$ cat src/include/utr_pkg.sv
// Purpose: shared constants and types for the serial port core
// Assumes: 32-bit AXI4-Lite register access, single clock
// Notes:   control and status layouts are the packed structs below, bit 0 last
package utr_pkg;
	localparam logic [7:0]  STATUS_OFS  = 8'h00;
	localparam logic [7:0]  CTRL_OFS    = 8'h04;
	localparam logic [7:0]  DATA_OFS    = 8'h08;
	localparam logic [7:0]  COUNT_OFS   = 8'h0c;
	localparam logic [7:0]  DIV_OFS     = 8'h10;
	localparam logic [11:0] CTRL_RST    = 12'h000;
	localparam logic [15:0] DIV_RST     = 16'h0000;
	localparam int          FIFO_DEPTH  = 4;
	localparam logic [3:0]  SUB_LAST    = 4'hf;
	localparam logic [3:0]  SAMPLE_AT   = 4'h7;
	localparam logic [3:0]  BREAK_ZEROS = 4'hd;
	localparam logic [3:0]  TX_RX_STOP_COUNT_SEL    = 4'h2;
	localparam logic [1:0]  RESP_OKAY   = 2'h0;
	localparam logic [1:0]  RESP_SLVERR = 2'h2;
	localparam logic [1:0]  PAR_EVEN    = 2'h0;
	localparam logic [1:0]  PAR_ODD     = 2'h1;
	localparam logic [1:0]  PAR_MARK    = 2'h2;

	typedef struct packed {
		logic [1:0] trig;
		logic       rx_irq_enable;
		logic       tx_empty_irq_enable;
		logic       tx9;
		logic       brk;
		logic       rx_en;
		logic       stop2;
		logic [1:0] par_type;
		logic       par_en;
		logic       word9;
	} utr_cfg_t;

	typedef struct packed {
		logic pe;
		logic nf;
		logic fe;
		logic ovr;
		logic rx_idle_flag;
		logic rxav;
		logic tx_idle_flag;
		logic tbe;
	} utr_stat_t;

	typedef enum logic [1:0] {
		TX_IDLE = 2'b00,
		TX_DATA = 2'b01,
		TX_STOP = 2'b10,
		TX_BRK  = 2'b11
	} utr_tx_st_t;

	typedef enum logic [2:0] {
		RX_IDLE   = 3'b000,
		RX_START  = 3'b001,
		RX_BITS   = 3'b010,
		RX_STOP   = 3'b011,
		RX_WAITHI = 3'b100
	} utr_rx_st_t;
endpackage

$ cat src/design/utr_rx_sampler.sv
// Purpose: receive pin synchroniser and three-sample majority vote
// Assumes: tick is the 16x oversampling enable pulse
// Notes:   vote and noise are valid in the cycle that valid is high
module utr_rx_sampler (
	// Clock and reset
	input  wire logic aclk,
	input  wire logic aresetn,
	// Line and rate
	input  wire logic rx_pin,
	input  wire logic tick,
	// Decision
	output logic      valid,
	output logic      vote,
	output logic      noise
);
	logic [2:0] sync_r, sync_nxt;
	logic       stable_r, stable_nxt;
	logic [2:0] hist_r, hist_nxt;
	logic       valid_nxt, vote_nxt, noise_nxt;

	always_comb
	begin
		sync_nxt   = {sync_r[1:0], rx_pin};
		// A level counts only once the last two stages agree
		stable_nxt = (sync_r[1] == sync_r[2]) ? sync_r[2] : stable_r;
		hist_nxt   = tick ? {hist_r[1:0], stable_r} : hist_r;
		valid_nxt  = tick;
		vote_nxt   = (hist_nxt[0] & hist_nxt[1]) | (hist_nxt[0] & hist_nxt[2])
			| (hist_nxt[1] & hist_nxt[2]);
		noise_nxt  = !((&hist_nxt) | ~(|hist_nxt));
	end

	always_ff @(posedge aclk)
	begin
		if (!aresetn)
		begin
			sync_r   <= 3'h7;
			stable_r <= 1'b1;
			hist_r   <= 3'h7;
			valid    <= 1'b0;
			vote     <= 1'b1;
			noise    <= 1'b0;
		end
		else
		begin
			sync_r   <= sync_nxt;
			stable_r <= stable_nxt;
			hist_r   <= hist_nxt;
			valid    <= valid_nxt;
			vote     <= vote_nxt;
			noise    <= noise_nxt;
		end
	end
endmodule

$ cat src/design/utr_core.sv
// Purpose: asynchronous serial port transmit and receive core with AXI4-Lite registers
// Assumes: one clock; baud divisor gives the 16x rate
// Notes:   status flags are read only and clear through access sequences
module utr_core #(
	parameter int FIFO_DEPTH = utr_pkg::FIFO_DEPTH
) (
	// Clock and reset
	input  wire logic        aclk,
	input  wire logic        aresetn,
	// AXI4-Lite write
	input  wire logic [7:0]  s_axi_awaddr,
	input  wire logic        s_axi_awvalid,
	output logic             s_axi_awready,
	input  wire logic [31:0] s_axi_wdata,
	input  wire logic [3:0]  s_axi_wstrb,
	input  wire logic        s_axi_wvalid,
	output logic             s_axi_wready,
	output logic [1:0]       s_axi_bresp,
	output logic             s_axi_bvalid,
	input  wire logic        s_axi_bready,
	// AXI4-Lite read
	input  wire logic [7:0]  s_axi_araddr,
	input  wire logic        s_axi_arvalid,
	output logic             s_axi_arready,
	output logic [31:0]      s_axi_rdata,
	output logic [1:0]       s_axi_rresp,
	output logic             s_axi_rvalid,
	input  wire logic        s_axi_rready,
	// Serial line and interrupt
	input  wire logic        rx_pin,
	output logic             tx_pin,
	output logic             irq
);
	localparam int PW = $clog2(FIFO_DEPTH);

	generate
		if (FIFO_DEPTH != 4 && FIFO_DEPTH != 8)
			$error("FIFO_DEPTH must be 4 or 8");
	endgenerate

	utr_pkg::utr_cfg_t   cfg_r, cfg_nxt;
	utr_pkg::utr_stat_t  stat;
	utr_pkg::utr_tx_st_t tx_st_r, tx_st_nxt;
	utr_pkg::utr_rx_st_t rx_st_r, rx_st_nxt;
	logic [15:0] div_r, div_nxt, div_cnt_r, div_cnt_nxt;
	logic [16:0] brk_cnt_r, brk_cnt_nxt;
	logic        tick_r, tick_nxt, brk_armed, bit_end;
	logic        aw_have_r, aw_have_nxt, w_have_r, w_have_nxt;
	logic [7:0]  aw_addr_r, aw_addr_nxt;
	logic [31:0] w_data_r, w_data_nxt, wm_c, wm_d;
	logic [3:0]  w_strb_r, w_strb_nxt;
	logic        awready_nxt, wready_nxt, bvalid_nxt, arready_nxt, rvalid_nxt;
	logic [1:0]  bresp_nxt, rresp_nxt;
	logic [31:0] rdata_nxt;
	logic        seq_r, seq_nxt, wr_go, rd_go, tx_wr, data_rd, pop, rx_clr;
	logic [9:0]  tx_sh_r, tx_sh_nxt;
	logic [3:0]  tx_bits_r, tx_bits_nxt, tx_sub_r, tx_sub_nxt;
	logic [8:0]  tx_buf_r, tx_buf_nxt, load_val;
	logic        tx_full_r, tx_full_nxt, tbe_r, tbe_nxt, tx_idle_flag_r, tx_idle_flag_nxt;
	logic        txd_nxt, frame_end, load;
	logic        samp_v, vote, noise, mid, last, push, accept;
	logic [8:0]  rx_sh_r, rx_sh_nxt, rx_word;
	logic [3:0]  rx_bits_r, rx_bits_nxt, rx_sub_r, rx_sub_nxt;
	logic        rx_idle_flag_r, rx_idle_flag_nxt, fe_acc_r, fe_acc_nxt, nz_acc_r, nz_acc_nxt;
	logic        ovr_r, ovr_nxt, fe_r, fe_nxt, nf_r, nf_nxt, pe_r, pe_nxt, irq_nxt;
	logic        push_fe, push_pe;
	logic [8:0]  mem [FIFO_DEPTH];
	logic [PW-1:0] wp_r, wp_nxt, rp_r, rp_nxt;
	logic [PW:0]   cnt_r, cnt_nxt;

	function automatic logic par_bit(input logic [7:0] d, input logic [1:0] t);
		case (t)
			utr_pkg::PAR_EVEN: return ^d;
			utr_pkg::PAR_ODD:  return ~^d;
			utr_pkg::PAR_MARK: return 1'b1;
			default:           return 1'b0;
		endcase
	endfunction

	// Parity replaces the top payload bit, as in the 7+P and 8+P formats
	function automatic logic [8:0] add_par(input logic [8:0] d, input utr_pkg::utr_cfg_t c);
		logic [8:0] p;
		p = c.word9 ? d : {1'b0, d[7:0]};
		if (c.par_en && c.word9)
			p[8] = par_bit(d[7:0], c.par_type);
		else if (c.par_en)
			p[7] = par_bit({1'b0, d[6:0]}, c.par_type);
		return p;
	endfunction

	function automatic logic [31:0] merge(input logic [31:0] o, input logic [31:0] n,
		input logic [3:0] s);
		logic [31:0] r;
		r = o;
		for (int i = 0; i < 4; i++)
			if (s[i]) r[8*i +: 8] = n[8*i +: 8];
		return r;
	endfunction

	assign wr_go   = aw_have_r && w_have_r && !s_axi_bvalid;
	assign rd_go   = s_axi_arvalid && s_axi_arready;
	assign tx_wr   = wr_go && aw_addr_r == utr_pkg::DATA_OFS && w_strb_r[0];
	assign data_rd = rd_go && s_axi_araddr == utr_pkg::DATA_OFS;
	assign pop     = data_rd && cnt_r != '0;
	assign rx_clr  = data_rd && seq_r;
	assign wm_c    = merge({20'h0, cfg_r}, w_data_r, w_strb_r);
	assign wm_d    = merge({16'h0, div_r}, w_data_r, w_strb_r);
	assign stat    = '{pe: pe_r, nf: nf_r, fe: fe_r, ovr: ovr_r, rx_idle_flag: rx_idle_flag_r,
		rxav: cnt_r != '0, tx_idle_flag: tx_idle_flag_r, tbe: tbe_r};

	// Register bus; one write and one read in flight at most
	always_comb
	begin
		aw_have_nxt = aw_have_r;
		aw_addr_nxt = aw_addr_r;
		w_have_nxt  = w_have_r;
		w_data_nxt  = w_data_r;
		w_strb_nxt  = w_strb_r;
		cfg_nxt     = cfg_r;
		div_nxt     = div_r;
		seq_nxt     = seq_r;
		bvalid_nxt  = s_axi_bvalid && !s_axi_bready;
		bresp_nxt   = s_axi_bresp;
		rvalid_nxt  = s_axi_rvalid && !s_axi_rready;
		rdata_nxt   = s_axi_rdata;
		rresp_nxt   = s_axi_rresp;
		if (s_axi_awvalid && s_axi_awready)
		begin
			aw_have_nxt = 1'b1;
			aw_addr_nxt = s_axi_awaddr;
		end
		if (s_axi_wvalid && s_axi_wready)
		begin
			w_have_nxt = 1'b1;
			w_data_nxt = s_axi_wdata;
			w_strb_nxt = s_axi_wstrb;
		end
		if (wr_go)
		begin
			aw_have_nxt = 1'b0;
			w_have_nxt  = 1'b0;
			bvalid_nxt  = 1'b1;
			bresp_nxt   = utr_pkg::RESP_OKAY;
			case (aw_addr_r)
				utr_pkg::CTRL_OFS:   cfg_nxt = utr_pkg::utr_cfg_t'(wm_c[11:0]);
				utr_pkg::DIV_OFS:    div_nxt = wm_d[15:0];
				utr_pkg::DATA_OFS:   seq_nxt = 1'b0;
				utr_pkg::STATUS_OFS: ;
				utr_pkg::COUNT_OFS:  ;
				default:             bresp_nxt = utr_pkg::RESP_SLVERR;
			endcase
		end
		if (rd_go)
		begin
			rvalid_nxt = 1'b1;
			rresp_nxt  = utr_pkg::RESP_OKAY;
			case (s_axi_araddr)
				utr_pkg::STATUS_OFS:
				begin
					rdata_nxt = {24'h0, stat};
					seq_nxt   = 1'b1;
				end
				utr_pkg::CTRL_OFS:  rdata_nxt = {20'h0, cfg_r};
				utr_pkg::DATA_OFS:
				begin
					rdata_nxt = {23'h0, mem[rp_r]};
					seq_nxt   = 1'b0;
				end
				utr_pkg::COUNT_OFS: rdata_nxt = {{(31 - PW){1'b0}}, cnt_r};
				utr_pkg::DIV_OFS:   rdata_nxt = {16'h0, div_r};
				default:
				begin
					rdata_nxt = 32'h0;
					rresp_nxt = utr_pkg::RESP_SLVERR;
				end
			endcase
		end
		awready_nxt = !aw_have_nxt;
		wready_nxt  = !w_have_nxt;
		arready_nxt = !rvalid_nxt;
	end

	always_ff @(posedge aclk)
	begin
		if (!aresetn)
		begin
			aw_have_r     <= 1'b0;
			aw_addr_r     <= 8'h00;
			w_have_r      <= 1'b0;
			w_data_r      <= 32'h0;
			w_strb_r      <= 4'h0;
			cfg_r         <= utr_pkg::CTRL_RST;
			div_r         <= utr_pkg::DIV_RST;
			seq_r         <= 1'b0;
			s_axi_awready <= 1'b0;
			s_axi_wready  <= 1'b0;
			s_axi_bvalid  <= 1'b0;
			s_axi_bresp   <= utr_pkg::RESP_OKAY;
			s_axi_arready <= 1'b0;
			s_axi_rvalid  <= 1'b0;
			s_axi_rdata   <= 32'h0;
			s_axi_rresp   <= utr_pkg::RESP_OKAY;
		end
		else
		begin
			aw_have_r     <= aw_have_nxt;
			aw_addr_r     <= aw_addr_nxt;
			w_have_r      <= w_have_nxt;
			w_data_r      <= w_data_nxt;
			w_strb_r      <= w_strb_nxt;
			cfg_r         <= cfg_nxt;
			div_r         <= div_nxt;
			seq_r         <= seq_nxt;
			s_axi_awready <= awready_nxt;
			s_axi_wready  <= wready_nxt;
			s_axi_bvalid  <= bvalid_nxt;
			s_axi_bresp   <= bresp_nxt;
			s_axi_arready <= arready_nxt;
			s_axi_rvalid  <= rvalid_nxt;
			s_axi_rdata   <= rdata_nxt;
			s_axi_rresp   <= rresp_nxt;
		end
	end

	assign brk_armed = brk_cnt_r > ({1'b0, div_r} + 17'h1);
	assign bit_end   = tick_r && tx_sub_r == utr_pkg::SUB_LAST;

	// Transmitter and baud divider
	always_comb
	begin
		div_cnt_nxt = div_cnt_r + 16'h1;
		tick_nxt    = 1'b0;
		if (div_cnt_r >= div_r)
		begin
			div_cnt_nxt = 16'h0;
			tick_nxt    = 1'b1;
		end
		brk_cnt_nxt = brk_cnt_r;
		if (!cfg_r.brk || tx_st_r != utr_pkg::TX_IDLE)
			brk_cnt_nxt = 17'h0;
		else if (!brk_armed)
			brk_cnt_nxt = brk_cnt_r + 17'h1;
		tx_st_nxt   = tx_st_r;
		tx_sh_nxt   = tx_sh_r;
		tx_bits_nxt = tx_bits_r;
		tx_sub_nxt  = (tx_st_r != utr_pkg::TX_IDLE && tick_r) ? tx_sub_r + 4'h1 : tx_sub_r;
		tx_buf_nxt  = tx_buf_r;
		tx_full_nxt = tx_full_r;
		tbe_nxt     = tbe_r;
		tx_idle_flag_nxt   = tx_idle_flag_r;
		txd_nxt     = tx_pin;
		frame_end   = 1'b0;
		load        = 1'b0;
		load_val    = tx_buf_r;
		case (tx_st_r)
			utr_pkg::TX_DATA:
				if (bit_end && tx_bits_r != 4'h0)
				begin
					tx_sh_nxt   = {1'b1, tx_sh_r[9:1]};
					txd_nxt     = tx_sh_r[1];
					tx_bits_nxt = tx_bits_r - 4'h1;
				end
				else if (bit_end)
				begin
					tx_st_nxt   = utr_pkg::TX_STOP;
					tx_bits_nxt = utr_pkg::TX_RX_STOP_COUNT_SEL - 4'h1;
					txd_nxt     = 1'b1;
				end
			utr_pkg::TX_BRK:
				if (bit_end && tx_bits_r != 4'h0)
					tx_bits_nxt = tx_bits_r - 4'h1;
				else if (bit_end && cfg_r.brk)
					tx_bits_nxt = utr_pkg::BREAK_ZEROS;
				else if (bit_end)
				begin
					tx_st_nxt   = utr_pkg::TX_STOP;
					tx_bits_nxt = utr_pkg::TX_RX_STOP_COUNT_SEL - 4'h1;
					txd_nxt     = 1'b1;
				end
			utr_pkg::TX_STOP:
				if (bit_end && tx_bits_r != 4'h0)
					tx_bits_nxt = tx_bits_r - 4'h1;
				else if (bit_end)
				begin
					frame_end = 1'b1;
					tx_st_nxt = utr_pkg::TX_IDLE;
				end
			default: ;
		endcase
		if (tx_st_nxt == utr_pkg::TX_IDLE)
		begin
			if (tx_full_r)
			begin
				load        = 1'b1;
				tx_full_nxt = 1'b0;
				tbe_nxt     = 1'b1;
			end
			else if (tx_wr && tbe_r)
			begin
				load      = 1'b1;
				load_val  = {cfg_r.tx9, w_data_r[7:0]};
				tx_idle_flag_nxt = 1'b0;
			end
			else if (brk_armed)
			begin
				tx_st_nxt   = utr_pkg::TX_BRK;
				tx_bits_nxt = utr_pkg::BREAK_ZEROS;
				tx_sub_nxt  = 4'h0;
				txd_nxt     = 1'b0;
				tx_idle_flag_nxt   = 1'b0;
			end
			else if (frame_end)
				tx_idle_flag_nxt = 1'b1;
		end
		else if (tx_wr && tbe_r)
		begin
			tx_buf_nxt  = {cfg_r.tx9, w_data_r[7:0]};
			tx_full_nxt = 1'b1;
			tbe_nxt     = 1'b0;
			tx_idle_flag_nxt   = 1'b0;
		end
		if (load)
		begin
			tx_st_nxt   = utr_pkg::TX_DATA;
			tx_sh_nxt   = {add_par(load_val, cfg_r), 1'b0};
			tx_bits_nxt = cfg_r.word9 ? 4'h9 : 4'h8;
			tx_sub_nxt  = 4'h0;
			txd_nxt     = 1'b0;
		end
	end

	always_ff @(posedge aclk)
	begin
		if (!aresetn)
		begin
			div_cnt_r <= 16'h0;
			tick_r    <= 1'b0;
			brk_cnt_r <= 17'h0;
			tx_st_r   <= utr_pkg::TX_IDLE;
			tx_sh_r   <= 10'h3ff;
			tx_bits_r <= 4'h0;
			tx_sub_r  <= 4'h0;
			tx_buf_r  <= 9'h000;
			tx_full_r <= 1'b0;
			tbe_r     <= 1'b1;
			tx_idle_flag_r   <= 1'b1;
			tx_pin    <= 1'b1;
		end
		else
		begin
			div_cnt_r <= div_cnt_nxt;
			tick_r    <= tick_nxt;
			brk_cnt_r <= brk_cnt_nxt;
			tx_st_r   <= tx_st_nxt;
			tx_sh_r   <= tx_sh_nxt;
			tx_bits_r <= tx_bits_nxt;
			tx_sub_r  <= tx_sub_nxt;
			tx_buf_r  <= tx_buf_nxt;
			tx_full_r <= tx_full_nxt;
			tbe_r     <= tbe_nxt;
			tx_idle_flag_r   <= tx_idle_flag_nxt;
			tx_pin    <= txd_nxt;
		end
	end

	utr_rx_sampler u_samp (
		.aclk    (aclk),
		.aresetn (aresetn),
		.rx_pin  (rx_pin),
		.tick    (tick_r),
		.valid   (samp_v),
		.vote    (vote),
		.noise   (noise)
	);

	assign mid     = samp_v && rx_sub_r == utr_pkg::SAMPLE_AT;
	assign last    = samp_v && rx_sub_r == utr_pkg::SUB_LAST;
	assign rx_word = cfg_r.word9 ? rx_sh_r : {1'b0, rx_sh_r[8:1]};
	assign push_fe = fe_acc_r || !vote;
	assign push_pe = cfg_r.par_en && (cfg_r.word9
		? rx_word[8] != par_bit(rx_word[7:0], cfg_r.par_type)
		: rx_word[7] != par_bit({1'b0, rx_word[6:0]}, cfg_r.par_type));
	assign accept  = push && (cnt_r != FIFO_DEPTH[PW:0] || pop);

	// Receiver, FIFO and flags
	always_comb
	begin
		rx_st_nxt   = rx_st_r;
		rx_sh_nxt   = rx_sh_r;
		rx_bits_nxt = rx_bits_r;
		rx_sub_nxt  = samp_v ? rx_sub_r + 4'h1 : rx_sub_r;
		rx_idle_flag_nxt   = rx_idle_flag_r;
		fe_acc_nxt  = fe_acc_r;
		nz_acc_nxt  = nz_acc_r | (mid & noise);
		push        = 1'b0;
		case (rx_st_r)
			utr_pkg::RX_IDLE:
				if (samp_v && !vote)
				begin
					rx_st_nxt  = utr_pkg::RX_START;
					rx_sub_nxt = 4'h0;
					rx_idle_flag_nxt  = 1'b0;
					fe_acc_nxt = 1'b0;
					nz_acc_nxt = 1'b0;
				end
			utr_pkg::RX_START:
				if (mid && vote)
				begin
					rx_st_nxt = utr_pkg::RX_IDLE;
					rx_idle_flag_nxt = 1'b1;
				end
				else if (last)
				begin
					rx_st_nxt   = utr_pkg::RX_BITS;
					rx_bits_nxt = cfg_r.word9 ? 4'h8 : 4'h7;
				end
			utr_pkg::RX_BITS:
			begin
				if (mid)
					rx_sh_nxt = {vote, rx_sh_r[8:1]};
				if (last && rx_bits_r != 4'h0)
					rx_bits_nxt = rx_bits_r - 4'h1;
				else if (last)
				begin
					rx_st_nxt   = utr_pkg::RX_STOP;
					rx_bits_nxt = cfg_r.stop2 ? 4'h1 : 4'h0;
				end
			end
			utr_pkg::RX_STOP:
			begin
				if (mid && !vote)
					fe_acc_nxt = 1'b1;
				if (mid && rx_bits_r == 4'h0)
				begin
					push      = 1'b1;
					rx_idle_flag_nxt = 1'b1;
					// no start from a low line
					rx_st_nxt = push_fe ? utr_pkg::RX_WAITHI : utr_pkg::RX_IDLE;
				end
				else if (last)
					rx_bits_nxt = rx_bits_r - 4'h1;
			end
			utr_pkg::RX_WAITHI:
				if (samp_v && vote)
					rx_st_nxt = utr_pkg::RX_IDLE;
			default: rx_st_nxt = utr_pkg::RX_IDLE;
		endcase
		if (!cfg_r.rx_en)
		begin
			rx_st_nxt = utr_pkg::RX_IDLE;
			rx_idle_flag_nxt = 1'b1;
			push      = 1'b0;
		end
		wp_nxt  = accept ? wp_r + 1'b1 : wp_r;
		rp_nxt  = pop ? rp_r + 1'b1 : rp_r;
		cnt_nxt = cnt_r + {{PW{1'b0}}, accept} - {{PW{1'b0}}, pop};
		// Sequence clears first so a same-cycle event still lands
		ovr_nxt = ovr_r & !rx_clr;
		fe_nxt  = fe_r & !rx_clr;
		nf_nxt  = nf_r & !rx_clr;
		pe_nxt  = pe_r & !rx_clr;
		if (push && !accept)
			ovr_nxt = 1'b1;
		if (accept)
		begin
			fe_nxt = fe_nxt | push_fe;
			nf_nxt = nf_nxt | nz_acc_r | noise;
			pe_nxt = pe_nxt | push_pe;
		end
		irq_nxt = (cfg_r.tx_empty_irq_enable & tbe_r)
			| (cfg_r.rx_irq_enable & (ovr_r | cnt_r >= ({{(PW - 1){1'b0}}, cfg_r.trig} + 1'b1)));
	end

	always_ff @(posedge aclk)
	begin
		if (accept)
			mem[wp_r] <= rx_word;
		if (!aresetn)
		begin
			rx_st_r   <= utr_pkg::RX_IDLE;
			rx_sh_r   <= 9'h000;
			rx_bits_r <= 4'h0;
			rx_sub_r  <= 4'h0;
			rx_idle_flag_r   <= 1'b1;
			fe_acc_r  <= 1'b0;
			nz_acc_r  <= 1'b0;
			wp_r      <= '0;
			rp_r      <= '0;
			cnt_r     <= '0;
			ovr_r     <= 1'b0;
			fe_r      <= 1'b0;
			nf_r      <= 1'b0;
			pe_r      <= 1'b0;
			irq       <= 1'b0;
		end
		else
		begin
			rx_st_r   <= rx_st_nxt;
			rx_sh_r   <= rx_sh_nxt;
			rx_bits_r <= rx_bits_nxt;
			rx_sub_r  <= rx_sub_nxt;
			rx_idle_flag_r   <= rx_idle_flag_nxt;
			fe_acc_r  <= fe_acc_nxt;
			nz_acc_r  <= nz_acc_nxt;
			wp_r      <= wp_nxt;
			rp_r      <= rp_nxt;
			cnt_r     <= cnt_nxt;
			ovr_r     <= ovr_nxt;
			fe_r      <= fe_nxt;
			nf_r      <= nf_nxt;
			pe_r      <= pe_nxt;
			irq       <= irq_nxt;
		end
	end
endmodule

$ cat config.mk
export PLATFORM = sky130hd
export DESIGN_NAME = utr_core
export DESIGN_NICKNAME = d
export VERILOG_FILES = /design/src/include/utr_pkg.sv /design/src/design/utr_rx_sampler.sv /design/src/design/utr_core.sv
export SDC_FILE = /design/constraint.sdc
export NUM_CORES = 1
export LEC_CHECK = 0
export ABC_AREA = 1
export BUFFER_PORTS_ARGS = -buffer_cell sky130_fd_sc_hd__buf_2
export CAP_MARGIN = 10
export CORE_ASPECT_RATIO = 0.75
export CORE_MARGIN = 2
export CORE_UTILIZATION = 40
export DETAILED_ROUTE_END_ITERATION = 8
export GPL_ROUTABILITY_DRIVEN = 0
export REMOVE_ABC_BUFFERS = 1
export SETUP_SLACK_MARGIN = 0.3
export SYNTH_ARGS = -nofsm -noshare
export SYNTH_HDL_FRONTEND = slang
export SYNTH_SLANG_ARGS = --single-unit
$ cat constraint.sdc
create_clock -name aclk -period 9.8 [get_ports aclk]
set_clock_uncertainty 0.2 [all_clocks]
set_input_delay 0 -clock aclk [delete_from_list [all_inputs] [get_ports aclk]]
set_output_delay 0 -clock aclk [all_outputs]
set_load 0.03 [all_outputs]
---- Yosys cells after proc, flatten, opt, wreduce, memory -nomap -nowiden ----
Memories as Yosys holds them, arrays and structs flattened. A register that Yosys moved wholly into a read port is not among the register bits.
Cells that the tools add are included.
cells by class
  bitwise logic cells ..................... 22
  add/sub/neg operators ................... 12
  muxes and demuxes ....................... 124
  reductions and logical operators ........ 89
  order comparisons ....................... 3
  equality and inequality tests ........... 39
operators by type and width
  cell                                                             count
  4-bit 2-to-1 mux                                                 25
  16-bit one-hot mux with 5 select lines                           1
  1-bit 2-to-1 mux                                                 55
  9-bit 2-to-1 mux                                                 5
  8-bit by 4-bit == test with 1-bit output, second input constant  4
  8-bit XNOR reduction                                             4
  8-bit parity                                                     4
  10-bit 2-to-1 mux                                                3
  1-bit logical AND                                                29
  2-bit 2-to-1 mux                                                 14
  3-bit 2-to-1 mux                                                 9
  2-bit != test, second input constant                             13
  4-bit one-hot mux with 3 select lines                            2
  3-bit AND reduction                                              7
  16-bit by 1-bit adder with 17-bit output, second input constant  1
  17-bit by 1-bit adder with 17-bit output, second input constant  1
  17-bit greater-than comparator                                   1
  16-bit by 1-bit adder with 16-bit output, second input constant  1
  8-bit by 3-bit == test with 1-bit output, second input constant  2
  8-bit by 5-bit == test with 1-bit output, second input constant  2
  16-bit >= comparator                                             1
  8-bit zero test                                                  2
  1-bit one-hot mux with 3 select lines                            5
  3-bit one-hot mux with 5 select lines                            1
  other kinds (36)                                                 97
word-level totals
  word-level logic and storage cells ...... 350
  RAM bits ................................ 36
  memories kept ........................... 1
  bits of input ports ..................... 60
  register bits ........................... 210
  output and inout bits ................... 43
memories
  name  depth  width  read ports  clocked after memory_dff  wr ports  line            RTL
  mem   4      9      1           1                         1         utr_core.sv:67  logic [8:0] mem [FIFO_DEPTH];

---- Depth between registers and ports, before layout ----
  word-level depth ........................ 13
  mapped depth ............................ 24
  gate-level depth less buffers ........... 24

---- By module ----
Synthesis repeated with hierarchy kept, for this count alone.
second synthesis, totals
  cells, all modules ...................... 1613
  area total of the unflattened synthesis .. 11886.4 µm²
modules (own cells, without submodules)
  module          times used  area each (µm²)  cells each
  utr_core        1           11469.8          1557
  utr_rx_sampler  1           416.6            56

---- Least setup slack after synthesis ----
Ideal clock, no wire load.
  path type ............................... register to register
  start ................................... register div_r[0]
  end ..................................... register tx_bits_r[2]
  slack ................................... 6.234 ns
  path buffers ............................ 1
  data arrival time ....................... 3.296 ns
  setup time .............................. 0.070 ns
  required time ........................... 9.530 ns
  stages on the path, launching flop included .. 22
  path through ............................ dfxtp_1 -> inv_1 -> nor3_2 -> inv_1 -> nor3_2 -> inv_1 -> nor4_1 -> nand3_1 -> nor3_1 -> inv_1 -> nor2_1 -> xor2_1 -> ha_1 -> nand4_1 -> nor3_1 -> nand3_1 -> o21ai_0 -> nand2_1 -> inv_1 -> clkbuf_1 -> nand3_1 -> a21oi_1
between the ends
  word-level cells in the longest chain between the ends .. 7
ends and longest elaborated chain
  item                                      line             RTL
  start, declared                           utr_core.sv:45   logic [15:0] div_r, div_nxt, div_cnt_r, div_cnt_nxt;
  start signal, assigned                    utr_core.sv:193  div_r <= utr_pkg::DIV_RST;
  start signal, assigned                    utr_core.sv:212  div_r <= div_nxt;
  16-bit by 1-bit adder with 17-bit output  utr_core.sv:225  assign brk_armed = brk_cnt_r > ({1'b0, div_r} + 17'h1);
  17-bit greater-than comparator            utr_core.sv:225
  4-bit 2-to-1 mux                          utr_core.sv:304  else if (brk_armed)
  4-bit 2-to-1 mux                          utr_core.sv:298  else if (tx_wr && tbe_r)
  4-bit 2-to-1 mux                          utr_core.sv:292  if (tx_full_r)
  4-bit 2-to-1 mux                          utr_core.sv:290  if (tx_st_nxt == utr_pkg::TX_IDLE)
  4-bit 2-to-1 mux                          utr_core.sv:322  if (load)
  end signal, assigned                      utr_core.sv:356  tx_bits_r <= tx_bits_nxt;
  end, declared                             utr_core.sv:57   logic [3:0] tx_bits_r, tx_bits_nxt, tx_sub_r, tx_sub_nxt;
No other way between the ends.
A chain may end at the register's enable or synchronous reset.

---- Worst setup path after layout ----
  start ................................... register div_r[0]
  end ..................................... register brk_cnt_r[9]
between the ends
  word-level cells in the longest chain between the ends .. 2
ends and longest elaborated chain
  item                                      line             RTL
  16-bit by 1-bit adder with 17-bit output  utr_core.sv:225
  17-bit greater-than comparator            utr_core.sv:225
  end signal, assigned                      utr_core.sv:353  brk_cnt_r <= brk_cnt_nxt;
  end, declared                             utr_core.sv:46   logic [16:0] brk_cnt_r, brk_cnt_nxt;
No other way between the ends.

==> results.md <==
- Worst-Margin Slew: 981 ps
- ANT nets after route: 0
- DRT Wirelength: 30300 um
- Worst-case clock buffer depth: 3
- Period utilisation layout: 49.5%
- WS Path Type: reg -> reg
- Commonest non-fill, non-tap cell in the layout: nand2_1
- Row count: 53
- Num CTS Buffers: 24
- Worst Hold Depth: 3
- Layout fillers: 2735
- Starting DRT DRC Count: 729
- Asr flop ratio synth: 0%
- DP Wirelength: 21400 um
- Slowest Stage Delay on Critical Path: 420 ps
- Vias in the first global route: 9788
- Synth Area in Simple Gates: 23.2%
- Layout overhead on the synthesized area: 20.6%
- Worst setup SP type: flop
- CTS root buf: clkbuf_16
- Minimum clock period: 4850 ps
- Post-synthesis xor/xnor area fraction: 3.57%
- Largest net degree at the start of global routing: 75
- Die Ht: 151 um
- First-pass GRT wire length: 49700 um
- Worst EP required: 10050 ps
- Max Clock Freq: 0.206 GHz
- Slew HR: 34.1%
- Sequential Area: 4940 um2
- Hold Crit Class: in -> reg
- Hold Crit Endpoint: u_samp.sync_r[0]$_SDFF_PN1_
- Hold_buf cts: 89
- Synth Register Bits: 229
- DR vias: 10400
- Synth Instances: 1527
- Synth Area in Compound Gates: 15.9%
- Main synth FF type: dfxtp_1
- CTS tree: done
- Mux share of post-synthesis cell area: 0.0868%
- Setup TNS: 0 ps
- Critical path's most frequent cell: inv_1
- CP Cell Sequence: inv_1 > nor3_2 > inv_1 > nor3_2 > inv_1 > nor4_1 > nand3_1 > nor3_1 > inv_1 > nor2_1 > xor2_1 > ha_1 > nand2_1 > nor2_1 > a211oi_1 > o21ai_0 > a21oi_1 > o21ai_0 > nand2_1 > inv_1 > nor3_1 > nand3_1 > a21oi_1
- Crit path max-delay family: simple AND/OR/NAND/NOR gates
- Hold_sp: rx_pin
- RSZ-0062 raised after global routing: no
- YS warnings: 0
- CTS sink cnt: 229
- Reg2reg end: brk_cnt_r[9]$_SDFFE_PP0N_
- Drt pass-1 iters: 5
- Max Slew Vio Count: 0
- # H-tree levels: 1
- # Max-Cap Violations: 0
- Initial antenna violation count: 0
- Core Area: 28200 um2
- Reg2Reg Launch Point: div_r[0]$_SDFFE_PN0P_
- Clock-pin slew on the worst setup and hold paths: 60 ps
- Max IR drop VDD: 0.125 mV
- DIE AREA: 30200 um2
- Antenna diode count: 0
- Adder-cell share of the synthesized area: 5.71%
- EDFF count, synth: 36
- Die extent in x: 200 um
- Status: completed
- Largest family of logic cells by synthesized area: simple AND/OR/NAND/NOR gates
- Dpl ws: 4990 ps
- Post-synthesis sequential area ratio: 42.9%
- Crit Path Max Fanout: 15
- Post-synthesis instance area: 11500 um2
- Via density: 5.00
- DRC violations left: 0
- Kind of end point of the critical path: flop
- Finish-stage setup viols: 0
- WP buf/inv: 5
- Total Nets Final: 1785
- GRT Total Usage: 20.6%
- Synth Area per Inst: 7.55 um2
- CP max stage cell: nor3_1
- Latest clock arrival within the worst-skew pair: 520 ps
- PnR worst setup slack: 4950 ps
- GR Overflow Total: 0
- Synth cell types: 56
- Multi-input logic area: 5650 um2
- Pwr dens: 148 nW/um2
- Drt wl/cell: 14.6 um
- Gates resized, CTS repair: 0
- Initial Util: 40.9%
- Reg2Reg Depth: 23
- Most frequent cells in the layout: 303 x nand2_1, 193 x nor2_1, 193 x dfxtp_1, 181 x inv_1, 122 x o21ai_0
- P_leak: 5.86 nW
- Port-buffer cells: 66
- Layout cells sized above 1: 8.34%
- Fin. Hold Viols: 0
- CP arrival: 5100 ps
- Reg2reg setup slack: 4950 ps
- Io pins: 103
- Post-CTS setup buffer count: 0
-- worst reg2reg max path, delay by kind of cell (launching register included) --
kind / cells / cell delay (ps)
compound gates: 5 / 730
fa+ha+maj: 1 / 260
flops: 1 / 380
buf+inv: 5 / 710
xor+xnor: 1 / 170
simple gates: 11 / 2330
-- report_power, final --
group | switching (mW) | internal, mW | total, mW
Combinational | 0.0722 | 0.0501 | 0.122
Clock | 0.374 | 0.581 | 0.955
Sequential | 0.00855 | 0.966 | 0.975
-- flip-flops by register name (all words and copies together), names as in the netlist, 8 cells and up, named ones only --
signal,cells
aw_addr_r,8
brk_cnt_r,17
div_cnt_r,16
w_data_r,16
rx_sh_r,9
cfg_r,12
tx_sh_r,9
tx_buf_r,9
mem,36
div_r,16
s_axi_rdata,16
-- cell families (layout without fill, tap and decap cells) --
logic type | count (synthesis) | count (layout)
buf+inv | 247 | 394
simple gates | 632 | 632
fa+ha+maj | 52 | 52
compound gates | 318 | 318
other cells | 1 | 18
flops | 229 | 229
xor+xnor | 47 | 47
mux | 1 | 1
-- through the flow --
stage	area [um2]	power [mW]	std cells	hold WS, ps	utilization (%)
final	13900	2.05	2076	15.8	49.3
after CTS	13900	2.07	2075	12.9	49.3
after global routing	13900	2.12	2076	39.7	49.3
after detailed placement	12200	1.08	1942	-8.92	43.1
after floorplan	11300	1.05	1485	-131	-
after global placement	12200	1.08	1942	-10.8	43.1
-- area by class of cell --
class / instances / share of cell area, %
Multi-Input combinational cell: 1068 / 40.6
Timing Repair Buffer: 162 / 9.16
Inverter: 188 / 5.08
Sequential cell: 229 / 35.6
Clock buffer: 34 / 5.34
Tap cell: 385 / 3.46
Clock inverter: 10 / 0.738
-- how the worst max path moves through the flow --
| stage | startpoint | to | cells past startpoint |
|---|---|---|---|
| after floorplan | div_r[0]$_SDFFE_PN0P_ | brk_cnt_r[5]$_SDFFE_PP0N_ | 23 |
| after global placement | div_r[0]$_SDFFE_PN0P_ | brk_cnt_r[9]$_SDFFE_PP0N_ | 24 |
| after detailed placement | div_r[0]$_SDFFE_PN0P_ | brk_cnt_r[9]$_SDFFE_PP0N_ | 24 |
| after CTS | div_r[0]$_SDFFE_PN0P_ | brk_cnt_r[9]$_SDFFE_PP0N_ | 23 |
| after global routing | div_r[0]$_SDFFE_PN0P_ | brk_cnt_r[9]$_SDFFE_PP0N_ | 23 |
| final | div_r[0]$_SDFFE_PN0P_ | brk_cnt_r[9]$_SDFFE_PP0N_ | 23 |
-- Yosys cell counts, types with 3 or more instances --
cell | number | area, um2
nor3_1 | 33 | 165
xnor2_1 | 19 | 166
inv_2 | 4 | 15.0
nor3b_1 | 4 | 30.0
ha_1 | 51 | 638
dfxtp_1 | 193 | 3860
or2_2 | 6 | 37.5
nor2_1 | 193 | 724
nor4_1 | 9 | 56.3
nor3_2 | 3 | 30.0
buf_1 | 3 | 11.3
a21oi_1 | 105 | 526
nand3_1 | 50 | 250
a211oi_1 | 29 | 218
nand4_1 | 20 | 125
edfxtp_1 | 36 | 1080
buf_4 | 18 | 135
nand2_1 | 303 | 1140
o21ai_1 | 5 | 25.0
clkbuf_1 | 35 | 131
o21ai_0 | 122 | 611
inv_1 | 181 | 679
o211ai_1 | 12 | 90.1
o22ai_1 | 14 | 87.6
xor2_1 | 28 | 245
a221oi_1 | 6 | 52.6
a32oi_1 | 3 | 26.3
buf_2 | 3 | 15.0
o2111ai_1 | 5 | 43.8
-- metal layers --
metal  up-vias  wire length [um]  track usage [%]
li1       5322                 -                -
met1      4740             15100             30.5
met2       270             12800             31.8
met3        44              1780             2.20
met4         0               631             5.30
met5         -                 0                0
Note: power is estimated with default switching activity, not from simulation.
